**config.mk**
```make
export PLATFORM = sky130hd
export DESIGN_NAME = acr_config_bank
export DESIGN_NICKNAME = d
export VERILOG_FILES = /design/src/design/acr_pkg.sv /design/src/design/acr_config_bank.sv
export SDC_FILE = /design/constraint.sdc
export NUM_CORES = 1
export LEC_CHECK = 0
export ABC_AREA = 1
export BUFFER_PORTS_ARGS = -buffer_cell sky130_fd_sc_hd__buf_2
export CORE_AREA = 2 2 73 81
export CTS_BUF_LIST = sky130_fd_sc_hd__clkbuf_4 sky130_fd_sc_hd__clkbuf_8
export DETAILED_ROUTE_END_ITERATION = 12
export DIE_AREA = 0 0 75 83
export PLACE_DENSITY = 0.79
export REMOVE_ABC_BUFFERS = 1
export SETUP_SLACK_MARGIN = 0.3
export SYNTH_ARGS = -nofsm -noshare
export SYNTH_HDL_FRONTEND = slang
export SYNTH_SLANG_ARGS = --single-unit
```
**constraint.sdc**
```tcl
create_clock -name CLK -period 1.3 [get_ports CLK]
set_input_delay 0.13 -clock CLK [delete_from_list [all_inputs] [get_ports CLK]]
set_output_delay 0.13 -clock CLK [all_outputs]
set_load 0.05 [all_outputs]
```
**src/design/acr_pkg.sv**
```systemverilog
package acr_pkg;

    // Register addresses
    localparam logic [7:0] ADDR_RATE_CFG  = 8'h01;
    localparam logic [7:0] ADDR_READY_CFG = 8'h02;
    localparam logic [7:0] ADDR_ROUTE_CFG = 8'h03;

    // Every register comes out of reset at zero
    localparam logic [7:0] REG_RESET = 8'h00;

    // Field codes
    localparam logic [2:0] RATE_RESERVED  = 3'h7;
    localparam logic [2:0] ROUTE_OFF      = 3'h0;
    localparam logic [2:0] ROUTE_RESERVED = 3'h7;
    localparam logic [1:0] REF_INTERNAL   = 2'h0;
    localparam logic [1:0] REF_EXTERNAL   = 2'h1;
    localparam logic [1:0] INTEG_INVERT   = 2'h1;
    localparam logic [1:0] INTEG_CRC      = 2'h2;

    // Modulator clock in kHz
    localparam logic [9:0] MOD_KHZ_NORMAL = 10'h100;
    localparam logic [9:0] MOD_KHZ_TURBO  = 10'h200;

    typedef struct packed {
        logic [2:0] rate_select;
        logic       turbo_mode;
        logic       conv_continuous;
        logic [1:0] ref_select;
        logic       temp_sense_enable;
    } acr_rate_cfg_s;

    typedef struct packed {
        logic       result_ready_flag;
        logic       frame_counter_enable;
        logic [1:0] integrity_select;
        logic       burnout_source_enable;
        logic [2:0] excitation_current_level;
    } acr_ready_cfg_s;

    typedef struct packed {
        logic [2:0] exc_one_route;
        logic [2:0] exc_two_route;
        logic       reserved_zero;
        logic       auto_output;
    } acr_route_cfg_s;

    // One register access from the serial command decoder
    typedef struct packed {
        logic       wr_en;
        logic       rd_en;
        logic [7:0] addr;
        logic [7:0] wdata;
    } acr_req_s;

    // Decoded controls for the converter core
    typedef struct packed {
        logic [10:0] sps;
        logic        rate_valid;
        logic [9:0]  mod_khz;
        logic        conv_continuous;
        logic [1:0]  ref_effective;
        logic        temp_sense_enable;
        logic        ignore_mux_cfg;
        logic        frame_counter_enable;
        logic        append_inverted;
        logic        append_crc;
        logic        burnout_source_enable;
        logic [10:0] excitation_ua;
        logic [5:0]  exc_one_sel;
        logic [5:0]  exc_two_sel;
        logic        auto_output;
        logic        result_ready_flag;
    } acr_ctrl_s;

    typedef struct packed {
        acr_rate_cfg_s  cfg1;
        acr_ready_cfg_s cfg2;
        acr_route_cfg_s cfg3;
        logic [7:0]     rdata;
        logic           rd_valid;
        logic           rd_hit;
    } acr_state_s;

    // Samples per second; turbo doubles every entry
    function automatic logic [10:0] acr_sps(input logic [2:0] code, input logic turbo);
        logic [10:0] base;
        base = 11'h000;
        case (code)
            3'h0: base = 11'h014;
            3'h1: base = 11'h02D;
            3'h2: base = 11'h05A;
            3'h3: base = 11'h0AF;
            3'h4: base = 11'h14A;
            3'h5: base = 11'h258;
            3'h6: base = 11'h3E8;
            default: base = 11'h000;
        endcase
        return turbo ? {base[9:0], 1'b0} : base;
    endfunction : acr_sps

    // Excitation current in microamps
    function automatic logic [10:0] acr_ua(input logic [2:0] code);
        logic [10:0] ua;
        ua = 11'h000;
        case (code)
            3'h1: ua = 11'h00A;
            3'h2: ua = 11'h032;
            3'h3: ua = 11'h064;
            3'h4: ua = 11'h0FA;
            3'h5: ua = 11'h1F4;
            3'h6: ua = 11'h3E8;
            3'h7: ua = 11'h5DC;
            default: ua = 11'h000;
        endcase
        return ua;
    endfunction : acr_ua

    // One-hot: bits 0..3 analog inputs, 4 ref pos, 5 ref neg
    function automatic logic [5:0] acr_route(input logic [2:0] code);
        logic [5:0] sel;
        sel = 6'h00;
        if (code != ROUTE_OFF && code != ROUTE_RESERVED) begin
            sel[3'(code - 3'h1)] = 1'b1;
        end
        return sel;
    endfunction : acr_route

endpackage : acr_pkg

```
**src/design/acr_config_bank.sv**
```systemverilog
module acr_config_bank (
    input  wire logic              CLK,
    input  wire logic              RESETN,
    input  wire acr_pkg::acr_req_s HOST_REQ,
    input  wire logic              RESULT_NEW,
    input  wire logic              DATA_READ,
    output logic [7:0]             RD_DATA,
    output logic                   RD_VALID,
    output logic                   RD_HIT,
    output acr_pkg::acr_ctrl_s     CTRL
);

    logic               rst_meta_r;
    logic               rst_n;
    acr_pkg::acr_state_s st_r;
    acr_pkg::acr_state_s st_nxt;
    logic               hit1;
    logic               hit2;
    logic               hit3;

    // Reset enters asynchronously, but release is synchronised
    always_ff @(posedge CLK or negedge RESETN) begin
        if (!RESETN) begin
            rst_meta_r <= 1'b0;
            rst_n      <= 1'b0;
        end else begin
            rst_meta_r <= 1'b1;
            rst_n      <= rst_meta_r;
        end
    end

    // Address decode
    always_comb begin
        hit1 = 1'b0;
        hit2 = 1'b0;
        hit3 = 1'b0;
        if (HOST_REQ.addr == acr_pkg::ADDR_RATE_CFG) begin
            hit1 = 1'b1;
        end else if (HOST_REQ.addr == acr_pkg::ADDR_READY_CFG) begin
            hit2 = 1'b1;
        end else if (HOST_REQ.addr == acr_pkg::ADDR_ROUTE_CFG) begin
            hit3 = 1'b1;
        end
    end

    // Next state: writes, ready flag and read answer
    always_comb begin
        st_nxt          = st_r;
        st_nxt.rd_valid = HOST_REQ.rd_en;
        st_nxt.rd_hit   = HOST_REQ.rd_en & (hit1 | hit2 | hit3);
        st_nxt.rdata    = st_r.rdata;

        // Reads return the value before any write in the same cycle
        if (HOST_REQ.rd_en) begin
            if (hit1) begin
                st_nxt.rdata = st_r.cfg1;
            end else if (hit2) begin
                st_nxt.rdata = st_r.cfg2;
            end else if (hit3) begin
                st_nxt.rdata = st_r.cfg3;
            end else begin
                st_nxt.rdata = 8'h00;
            end
        end

        // Reserved codes are stored as written; decode treats them as off
        if (HOST_REQ.wr_en && hit1) begin
            st_nxt.cfg1 = HOST_REQ.wdata;
        end
        if (HOST_REQ.wr_en && hit2) begin
            st_nxt.cfg2                   = HOST_REQ.wdata;
            st_nxt.cfg2.result_ready_flag = st_r.cfg2.result_ready_flag;
        end
        if (HOST_REQ.wr_en && hit3) begin
            st_nxt.cfg3               = HOST_REQ.wdata;
            st_nxt.cfg3.reserved_zero = 1'b0;
        end

        // A new result in the same cycle as a data read wins
        st_nxt.cfg2.result_ready_flag = RESULT_NEW |
            (st_r.cfg2.result_ready_flag & ~DATA_READ);
    end

    // All registers clear to zero
    always_ff @(posedge CLK or negedge rst_n) begin
        if (!rst_n) begin
            st_r <= '0;
        end else begin
            st_r <= st_nxt;
        end
    end

    assign RD_DATA  = st_r.rdata;
    assign RD_VALID = st_r.rd_valid;
    assign RD_HIT   = st_r.rd_hit;

    // One process fills the whole control word, so it has a single driver
    always_comb begin
        // Rate and modulator clock
        CTRL.sps             = acr_pkg::acr_sps(st_r.cfg1.rate_select, st_r.cfg1.turbo_mode);
        CTRL.rate_valid      = st_r.cfg1.rate_select != acr_pkg::RATE_RESERVED;
        CTRL.mod_khz         = st_r.cfg1.turbo_mode ? acr_pkg::MOD_KHZ_TURBO : acr_pkg::MOD_KHZ_NORMAL;
        CTRL.conv_continuous = st_r.cfg1.conv_continuous;
        // Temperature sensing overrides the reference choice
        CTRL.ref_effective     = st_r.cfg1.temp_sense_enable ? acr_pkg::REF_INTERNAL
                                                             : st_r.cfg1.ref_select;
        CTRL.temp_sense_enable = st_r.cfg1.temp_sense_enable;
        CTRL.ignore_mux_cfg    = st_r.cfg1.temp_sense_enable;
        // Output framing and sensor checks
        CTRL.frame_counter_enable  = st_r.cfg2.frame_counter_enable;
        CTRL.append_inverted       = st_r.cfg2.integrity_select == acr_pkg::INTEG_INVERT;
        CTRL.append_crc            = st_r.cfg2.integrity_select == acr_pkg::INTEG_CRC;
        CTRL.burnout_source_enable = st_r.cfg2.burnout_source_enable;
        CTRL.result_ready_flag     = st_r.cfg2.result_ready_flag;
        // Excitation magnitude and routing
        CTRL.excitation_ua = acr_pkg::acr_ua(st_r.cfg2.excitation_current_level);
        CTRL.exc_one_sel   = acr_pkg::acr_route(st_r.cfg3.exc_one_route);
        CTRL.exc_two_sel   = acr_pkg::acr_route(st_r.cfg3.exc_two_route);
        CTRL.auto_output   = st_r.cfg3.auto_output;
    end
endmodule : acr_config_bank

```
==> results of run 1 <==
[Yosys cell counts, drive strengths merged]
cell     n
nand3   26
nand2   86
a22oi    2
dfrtp   35
clkbuf   4
buf     29
ha       4
conb     2
inv     36
mux2i    2
xnor2    2
nor3     1
a21oi   10
nor2    28
or2      2
o21bai   1
o21ai   35
[flip-flops by register name, indices dropped and copies added, names as in the netlist]
register    cells
CTRL            6
rst_n           1
RD_DATA         8
RD_HIT          1
RD_VALID        1
st_r           17
rst_meta_r      1
[metrics by stage]
stage,worst slack [ns],util
after global placement,-0.211,0.529
after floorplan,-1.31,-
after global routing,-0.531,0.844
final,-0.475,0.844
after CTS,-0.428,0.728
after detailed placement,-0.254,0.529
[metal layers]
layer / track usage / routed length, µm
met1: 0.307 / 3480
met2: 0.431 / 4980
met3: 0.0534 / 501
met4: 0.0990 / 385
met5: 0 / 0
[kinds of logic (layout without fill, tap and decap cells)]
kind of cell | Yosys count | after routing
AOI/OAI and AO/OA | 48 | 48
xor gates and xnor gates | 2 | 2
adders and majority gates | 4 | 4
buffers and inverters | 69 | 200
DFF | 35 | 35
muxes | 2 | 2
other | 2 | 10
and+or+nand+nor | 143 | 143
[cell type report]
cell class / instances / area share
multi-input cells: 209 / 0.380
repair buffers: 156 / 0.342
flip-flops and latches: 35 / 0.196
inverters: 36 / 0.0360
well taps: 75 / 0.0208
clock buffers: 5 / 0.0152
clock inverters: 3 / 0.00968
[worst max path at each step]
stage / slack [ns] / from / to / depth (start not counted)
floorplan: -1.31 / st_r[30] / CTRL[47] / 2
global placement: -0.21 / st_r[12] / CTRL[6] / 6
detailed placement: -0.25 / st_r[12] / CTRL[7] / 6
CTS: -0.43 / st_r[15] / CTRL[12] / 6
global route: -0.53 / st_r[12] / CTRL[6] / 6
finish: -0.48 / st_r[12] / CTRL[6] / 6
[what timing repair did]
item                                    in CTS  in global routing
resized for setup                          232                114
endpoints found under the hold margin        3                  0
pin swaps                                   31                 37
hold buffers                                 2                  0
buffers inserted                            27                 21
endpoints found under the setup margin      58                 65
[power groups by stage]
| stage | registers [mW] | clock network [mW] | logic, mW |
|---|---|---|---|
| final | 1.19 | 1.04 | 1.26 |
| after floorplan | 1.26 | 0 | 0.459 |
| after global placement | 1.19 | 0 | 0.732 |
| after CTS | 1.17 | 0.997 | 1.03 |
| after detailed placement | 1.19 | 0 | 0.745 |
| after global routing | 1.19 | 1.08 | 1.32 |
==> impl_metrics.prom, run 1 <==
# TYPE chip_impl_metric gauge
chip_impl_metric{name="maximum_operating_frequency",unit="GHz"} 0.563
chip_impl_metric{name="pwr-share-clk",unit=""} 0.299
chip_impl_metric{name="synth_mux_area_frac",unit=""} 0.00849
chip_impl_info{name="hold_path_end",value="CTRL[0]"} 1
chip_impl_metric{name="hold_violations",unit=""} 0
chip_impl_metric{name="number_of_different_library_cells_in_the_post_synthesis_netlist",unit=""} 27
chip_impl_metric{name="cpPeakStageDelay",unit="ns"} 0.40
chip_impl_metric{name="timing.final.crit_period",unit="ns"} 1.78
chip_impl_info{name="worstReg2RegStart",value="st_r[31]"} 1
chip_impl_info{name="rsz0062_at_grt",value="yes"} 1
chip_impl_info{name="r2r_end",value="RD_DATA[5]"} 1
chip_impl_metric{name="worst_clock_skew",unit="ns"} 0.00900
chip_impl_metric{name="worst-endpoint-required",unit="ns"} 1.17
chip_impl_info{name="violations",value="setup timing"} 1
chip_impl_metric{name="synth_fa_ha_area_frac",unit=""} 0.0212
chip_impl_metric{name="initial_util",unit=""} 0.440
chip_impl_metric{name="grt_pass1_vias",unit=""} 2547
chip_impl_metric{name="antenna-diode-count",unit=""} 0
chip_impl_metric{name="post_layout_nonfiller_instances",unit=""} 519
chip_impl_metric{name="antenna_found_initial",unit=""} 0
chip_impl_metric{name="synthesis.area_per_instance",unit="µm²"} 7.73
chip_impl_metric{name="yosys_warnings",unit=""} 0
chip_impl_metric{name="min_path_cells",unit=""} 2
chip_impl_info{name="synth_top_family_by_area",value="simple AND/OR/NAND/NOR gates"} 1
chip_impl_metric{name="power.share.sequential",unit=""} 0.341
chip_impl_metric{name="drt-wirelength-per-cell",unit="µm"} 18.0
chip_impl_metric{name="r2r_setup_slack",unit="ns"} 0.04
chip_impl_metric{name="boundaryPins",unit=""} 88
chip_impl_metric{name="cell_internal_pwr",unit="mW"} 2.19
chip_impl_metric{name="cts_max_level",unit=""} 2
chip_impl_metric{name="swShare",unit=""} 0.372
chip_impl_info{name="commonest_cells_after_routing_fill_and_taps_aside",value="83 x sky130_fd_sc_hd__buf_6, 51 x sky130_fd_sc_hd__nand2_1, 36 x sky130_fd_sc_hd__buf_4, 30 x sky130_fd_sc_hd__o21ai_2, 26 x sky130_fd_sc_hd__dfrtp_1"} 1
chip_impl_metric{name="design_power_total",unit="mW"} 3.49
chip_impl_info{name="holdCritPathClass",value="input pin to flip-flop"} 1
chip_impl_metric{name="drtAntennaViolNets",unit=""} 0
chip_impl_metric{name="clkLatencyLatePin",unit="ns"} 0.31
chip_impl_info{name="yosys-top-cells-area",value="sky130_fd_sc_hd__dfrtp_1 37%, sky130_fd_sc_hd__nand2_1 12%, sky130_fd_sc_hd__o21ai_2 8.2%"} 1
chip_impl_info{name="worst_hold_startpoint",value="DATA_READ"} 1
chip_impl_metric{name="critPathArrivalTime",unit="ns"} 1.65
chip_impl_info{name="most_common_cell_after_layout_fill_and_taps_aside",value="sky130_fd_sc_hd__buf_6"} 1
chip_impl_metric{name="timing.final.max_slew_violations",unit=""} 0
chip_impl_metric{name="worst-path-max-fanout",unit=""} 3
chip_impl_metric{name="setup_viol",unit=""} 34
chip_impl_metric{name="worst_slew_margin_rel",unit=""} 0.630
chip_impl_metric{name="place_inst",unit=""} 461
chip_impl_metric{name="worst-r2r-cell-count",unit=""} 7
chip_impl_metric{name="leakage",unit="nW"} 2.23
chip_impl_metric{name="layout-drive-gt1-share",unit=""} 0.705
chip_impl_metric{name="clock_path_buffers",unit=""} 2
chip_impl_info{name="run_status",value="finished with violations"} 1
chip_impl_metric{name="power-per-cell-area",unit="mW/mm²"} 773
chip_impl_metric{name="post_synth_xor_area_fraction",unit=""} 0.00743
chip_impl_metric{name="multi_input_comb_area",unit="mm²"} 0.00172
chip_impl_metric{name="tightest_slew",unit="ns"} 0.555
chip_impl_metric{name="floorplan.die_area",unit="mm²"} 0.00623
chip_impl_metric{name="setup_slack",unit="ns"} -0.475
chip_impl_info{name="cts_tree",value="done"} 1
chip_impl_info{name="cp_slowest_cell",value="sky130_fd_sc_hd__dfrtp_1"} 1
chip_impl_metric{name="syn_inst",unit=""} 305
chip_impl_metric{name="net_count_of_the_finished_layout",unit=""} 469
chip_impl_metric{name="first_pass_grt_wire_length",unit="µm"} 12400
chip_impl_metric{name="overflow",unit=""} 0
chip_impl_metric{name="layout.area.seq",unit="µm²"} 887
chip_impl_metric{name="floorplan.die.width",unit="µm"} 75
chip_impl_metric{name="pwr-share-comb",unit=""} 0.360
chip_impl_metric{name="detail_route.drc_violations",unit=""} 0
chip_impl_info{name="critical_path.top_delay_family",value="flip-flops"} 1
chip_impl_info{name="synth_area_leader_cell",value="sky130_fd_sc_hd__dfrtp_1"} 1
chip_impl_metric{name="place.port_buffers",unit=""} 78
chip_impl_metric{name="p_sw",unit="mW"} 1.30
chip_impl_metric{name="tns",unit="ns"} -10.63
chip_impl_metric{name="largest_net_degree_at_the_start_of_global_routing",unit=""} 34
chip_impl_metric{name="die_y",unit="µm"} 83
chip_impl_metric{name="clkSlewWorstSetupHoldPaths",unit="ns"} 0.07
chip_impl_metric{name="numCtsBuffers",unit=""} 5
chip_impl_metric{name="synth_largest_type_area_fraction",unit=""} 0.371
chip_impl_metric{name="synth.cell_area",unit="mm²"} 0.00236
chip_impl_metric{name="post_detail_place_hpwl",unit="µm"} 4020
chip_impl_metric{name="cts_num_sinks",unit=""} 35
chip_impl_metric{name="place_area",unit="mm²"} 0.00284
chip_impl_metric{name="synth.yosys.seq_area_share",unit=""} 0.371
chip_impl_metric{name="syn2layout_area_growth",unit="%"} 91.7
chip_impl_metric{name="synth-seq-cells",unit=""} 35
chip_impl_metric{name="gp_routability_congestion",unit=""} 0.849
chip_impl_metric{name="route.final.wire_length",unit="µm"} 9350
chip_impl_metric{name="fill_cells",unit=""} 268
chip_impl_metric{name="final.hold.worst_slack",unit="ns"} 0.0241
chip_impl_info{name="critical_path.startpoint_type",value="flip-flop"} 1
chip_impl_metric{name="router_iterations_before_antenna_repair",unit=""} 4
chip_impl_metric{name="core_region_area",unit="mm²"} 0.00536
chip_impl_metric{name="synth-simple-area-share",unit=""} 0.285
chip_impl_metric{name="detail_route.iter0.violations",unit=""} 171
chip_impl_metric{name="gr_util_all_layers",unit=""} 0.255
chip_impl_info{name="critical_path.endpoint_type",value="output pin"} 1
chip_impl_info{name="timing.setup.critical_path_class",value="flip-flop to output pin"} 1
chip_impl_metric{name="cap_violations",unit=""} 0
chip_impl_metric{name="drt-vias-per-instance",unit=""} 5.13
chip_impl_metric{name="post-route-period-util",unit=""} 1.37
chip_impl_info{name="critical_path.cell_chain",value="inv_2, ha_4, xnor2_4, or2_4, nor2_4, buf_6"} 1
chip_impl_metric{name="maximum_vdd_drop",unit="mV"} 0.802
chip_impl_metric{name="postLayoutCellArea",unit="mm²"} 0.00452
chip_impl_metric{name="critical_path_buf_inv_count",unit=""} 2
chip_impl_metric{name="row_count",unit=""} 28
chip_impl_metric{name="synth_compound_gate_area_share",unit=""} 0.140
chip_impl_metric{name="dr_total_vias",unit=""} 2664
chip_impl_info{name="cts_root_buf",value="sky130_fd_sc_hd__clkbuf_8"} 1
(Power assumes the default switching activity.)
==> run 2, diff against run 1 <==
--- a/config.mk
+++ b/config.mk
@@ -8,9 +8,11 @@
 export ABC_AREA = 1
 export BUFFER_PORTS_ARGS = -buffer_cell sky130_fd_sc_hd__buf_2
-export CORE_AREA = 2 2 73 81
+export CELL_PAD_IN_SITES_DETAIL_PLACEMENT = 0
+export CELL_PAD_IN_SITES_GLOBAL_PLACEMENT = 2
+export CORE_AREA = 2 2 96 107
 export CTS_BUF_LIST = sky130_fd_sc_hd__clkbuf_4 sky130_fd_sc_hd__clkbuf_8
 export DETAILED_ROUTE_END_ITERATION = 12
-export DIE_AREA = 0 0 75 83
-export PLACE_DENSITY = 0.79
+export DIE_AREA = 0 0 98 109
+export PLACE_DENSITY = 0.82
 export REMOVE_ABC_BUFFERS = 1
 export SETUP_SLACK_MARGIN = 0.3
==> constraint.sdc (replaced) <==
create_clock -name CLK -period 1.3 [get_ports CLK]
set_input_delay 0.13 -clock CLK [delete_from_list [all_inputs] [get_ports CLK]]
set_output_delay 0.13 -clock CLK [all_outputs]
set_load 0.01 [all_outputs]
==> run 2 against run 1 <==
Net effect:
- the run still ends with setup timing left
- via count fell by 14%
- sequential power barely moved
- total power fell by 21%
- non-clock buffer count fell by 21
- utilization fell by 46 points
- final cell count rose by 4.8%
- maximum frequency rose by 9.1%
- largest power group is now sequential cells
==> impl_metrics.prom, run 2 (synthesis results as in run 1) <==
# TYPE chip_impl_metric gauge
chip_impl_info{name="run_status",value="finished with violations"} 1
chip_impl_info{name="violations",value="setup timing"} 1
chip_impl_metric{name="drtAntennaViolNets",unit=""} 0
chip_impl_metric{name="gr_util_all_layers",unit=""} 0.119
chip_impl_metric{name="route.final.wire_length",unit="µm"} 6520
chip_impl_info{name="timing.setup.critical_path_class",value="flip-flop to output pin"} 1
chip_impl_info{name="holdCritPathClass",value="input pin to flip-flop"} 1
chip_impl_metric{name="post-route-period-util",unit=""} 1.25
chip_impl_metric{name="row_count",unit=""} 38
chip_impl_metric{name="power-per-cell-area",unit="mW/mm²"} 743
chip_impl_metric{name="post_detail_place_hpwl",unit="µm"} 4530
chip_impl_metric{name="setup_viol",unit=""} 30
chip_impl_metric{name="place_inst",unit=""} 499
chip_impl_metric{name="cts_max_level",unit=""} 2
chip_impl_metric{name="dp_slack",unit="ns"} -0.118
chip_impl_metric{name="cell_internal_pwr",unit="mW"} 1.96
chip_impl_metric{name="drt-vias-per-instance",unit=""} 4.23
chip_impl_info{name="cts_tree",value="done"} 1
chip_impl_metric{name="layout.area.seq",unit="µm²"} 886
chip_impl_metric{name="antenna_found_initial",unit=""} 0
chip_impl_metric{name="floorplan.die_area",unit="mm²"} 0.0107
chip_impl_metric{name="floorplan.die.width",unit="µm"} 98
chip_impl_info{name="critical_path.startpoint_type",value="flip-flop"} 1
chip_impl_metric{name="detail_route.iter0.violations",unit=""} 58
chip_impl_info{name="cts_root_buf",value="sky130_fd_sc_hd__clkbuf_8"} 1
chip_impl_metric{name="p_sw",unit="µW"} 796
chip_impl_metric{name="hold_violations",unit=""} 0
chip_impl_metric{name="multi_input_comb_area",unit="mm²"} 0.00146
chip_impl_metric{name="swShare",unit=""} 0.289
chip_impl_metric{name="first_pass_grt_wire_length",unit="µm"} 10300
chip_impl_metric{name="worst-path-max-fanout",unit=""} 3
chip_impl_info{name="cp_slowest_cell",value="sky130_fd_sc_hd__dfrtp_1"} 1
chip_impl_metric{name="cts_num_sinks",unit=""} 35
chip_impl_metric{name="setup_slack",unit="ns"} -0.327
chip_impl_metric{name="drt-wirelength-per-cell",unit="µm"} 12.0
chip_impl_metric{name="critPathArrivalTime",unit="ns"} 1.50
chip_impl_metric{name="critical_path_buf_inv_count",unit=""} 2
chip_impl_metric{name="largest_net_degree_at_the_start_of_global_routing",unit=""} 34
chip_impl_metric{name="place.port_buffers",unit=""} 78
chip_impl_metric{name="maximum_vdd_drop",unit="mV"} 0.320
chip_impl_info{name="rsz0062_at_grt",value="yes"} 1
chip_impl_metric{name="router_iterations_before_antenna_repair",unit=""} 4
chip_impl_info{name="commonest_cells_after_routing_fill_and_taps_aside",value="71 x sky130_fd_sc_hd__buf_2, 59 x sky130_fd_sc_hd__nand2_1, 32 x sky130_fd_sc_hd__buf_4, 30 x sky130_fd_sc_hd__buf_6, 28 x sky130_fd_sc_hd__o21ai_2"} 1
chip_impl_metric{name="die_y",unit="µm"} 109
chip_impl_metric{name="clkSlewWorstSetupHoldPaths",unit="ns"} 0.07
chip_impl_metric{name="net_count_of_the_finished_layout",unit=""} 449
chip_impl_metric{name="antenna-diode-count",unit=""} 0
chip_impl_metric{name="pwr-share-clk",unit=""} 0.321
chip_impl_metric{name="number_of_flip_flops_under_the_largest_register_name",unit=""} 17
chip_impl_metric{name="leakage",unit="nW"} 1.97
chip_impl_metric{name="post_layout_nonfiller_instances",unit=""} 544
chip_impl_metric{name="worst-endpoint-required",unit="ns"} 1.17
chip_impl_metric{name="layout-drive-gt1-share",unit=""} 0.616
chip_impl_metric{name="numCtsBuffers",unit=""} 5
chip_impl_metric{name="core_region_area",unit="mm²"} 0.00965
chip_impl_metric{name="timing.final.crit_period",unit="ns"} 1.63
chip_impl_metric{name="worst_clock_skew",unit="ns"} 0.00351
chip_impl_metric{name="timing.final.max_slew_violations",unit=""} 0
chip_impl_metric{name="pwr-share-comb",unit=""} 0.250
chip_impl_info{name="most_common_cell_after_layout_fill_and_taps_aside",value="sky130_fd_sc_hd__buf_2"} 1
chip_impl_metric{name="power.share.sequential",unit=""} 0.430
chip_impl_metric{name="design_power_total",unit="mW"} 2.76
chip_impl_metric{name="gp_routability_congestion",unit=""} 0.726
chip_impl_metric{name="detail_route.drc_violations",unit=""} 0
chip_impl_metric{name="cpPeakStageDelay",unit="ns"} 0.38
chip_impl_metric{name="clkLatencyLatePin",unit="ns"} 0.29
chip_impl_metric{name="maximum_operating_frequency",unit="GHz"} 0.615
chip_impl_metric{name="initial_util",unit=""} 0.244
chip_impl_metric{name="dr_total_vias",unit=""} 2303
chip_impl_metric{name="overflow",unit=""} 0
chip_impl_metric{name="cap_violations",unit=""} 0
chip_impl_metric{name="final.hold.worst_slack",unit="ns"} 0.0207
chip_impl_metric{name="fill_cells",unit=""} 1019
chip_impl_info{name="critical_path.cell_chain",value="inv_2, ha_4, xnor2_4, or2_4, nor2_1, buf_2"} 1
chip_impl_metric{name="grt_pass1_vias",unit=""} 2145
chip_impl_info{name="critical_path.endpoint_type",value="output pin"} 1
chip_impl_info{name="critical_path.top_delay_family",value="flip-flops"} 1
chip_impl_metric{name="boundaryPins",unit=""} 88
chip_impl_metric{name="syn2layout_area_growth",unit="%"} 57.2
chip_impl_info{name="regMostFlops",value="st_r"} 1
chip_impl_metric{name="clock_path_buffers",unit=""} 2
-- run 2: cell types whose count changed in the layout (fill, tap and decap cells not counted), sizes merged --
cell,before,now
buf,154,133
clkinv,4,0
clkbuf,5,8
clkinvlp,0,2
bufinv,1,0
inv,34,35
-- run 2: routing by layer --
metal / GRT usage / vias to the layer above / routed length (µm)
met5: 0 / - / 0
met4: 0.0357 / 0 / 91
met3: 0.0256 / 9 / 306
met2: 0.199 / 51 / 3240
met1: 0.155 / 1076 / 2880
li1: - / 1167 / -
-- run 2: cell type report --
class,instances,share of cell area
repair inverters,1,0.00202
repair buffers,135,0.257
flip-flops and latches,35,0.239
clock buffers,8,0.0280
inverters,36,0.0408
well taps,120,0.0405
multi-input cells,209,0.393
-- run 2: path summary, 6_finish.rpt --
| kind | start | depth (start not counted) | slack, ns | endpoint |
|---|---|---|---|---|
| worst max-delay path | st_r[13] | 6 | -0.33 | CTRL[6] |
| worst min-delay path | DATA_READ | 2 | 0.02 | CTRL[0] |
| worst max register to register | st_r[20] | 6 | 0.20 | RD_DATA[2] |
| worst min register to register | rst_n | 1 | 0.27 | st_r[18] |
| max in group asynchronous | rst_n | 1 | 0.70 | st_r[19] |
| min in group asynchronous | RESETN | 2 | 0.17 | rst_n |
-- run 2: metrics by stage --
stage               area (µm²)  utilization  TNS, ns
global placement          2840        0.294   -0.485
CTS                       3410        0.354    -5.79
finish                    3710        0.384    -5.53
detailed placement        2840        0.294   -0.849
global route              3710        0.384    -7.86
floorplan                 2140            -   -0.363
-- run 2: worst reg2reg max path: cells and delay by family (launching register included) --
family                 cells  cell delay (ns)
flip-flops                 1             0.49
AND/OR/NAND/NOR            4             0.23
buffers and inverters      2             0.27
-- run 2: power by group through the flow --
| stage | Sequential [mW] | Clock (mW) | Combinational (mW) |
|---|---|---|---|
| 2_1_floorplan | 1.21 | 0 | 0.250 |
| 6_report | 1.18 | 0.884 | 0.689 |
| 5_1_grt | 1.19 | 0.966 | 0.760 |
| 3_5_place_dp | 1.19 | 0 | 0.476 |
| 3_3_place_gp | 1.19 | 0 | 0.471 |
| 4_1_cts | 1.18 | 0.921 | 0.603 |
-- run 2: what timing repair did --
action,4_1_cts,5_1_grt
gates cloned,0,1
pin swaps,35,21
endpoints found under the hold margin,3,0
endpoints found under the setup margin,42,52
buffers inserted,25,9
hold buffers,2,0
resized for setup,84,57
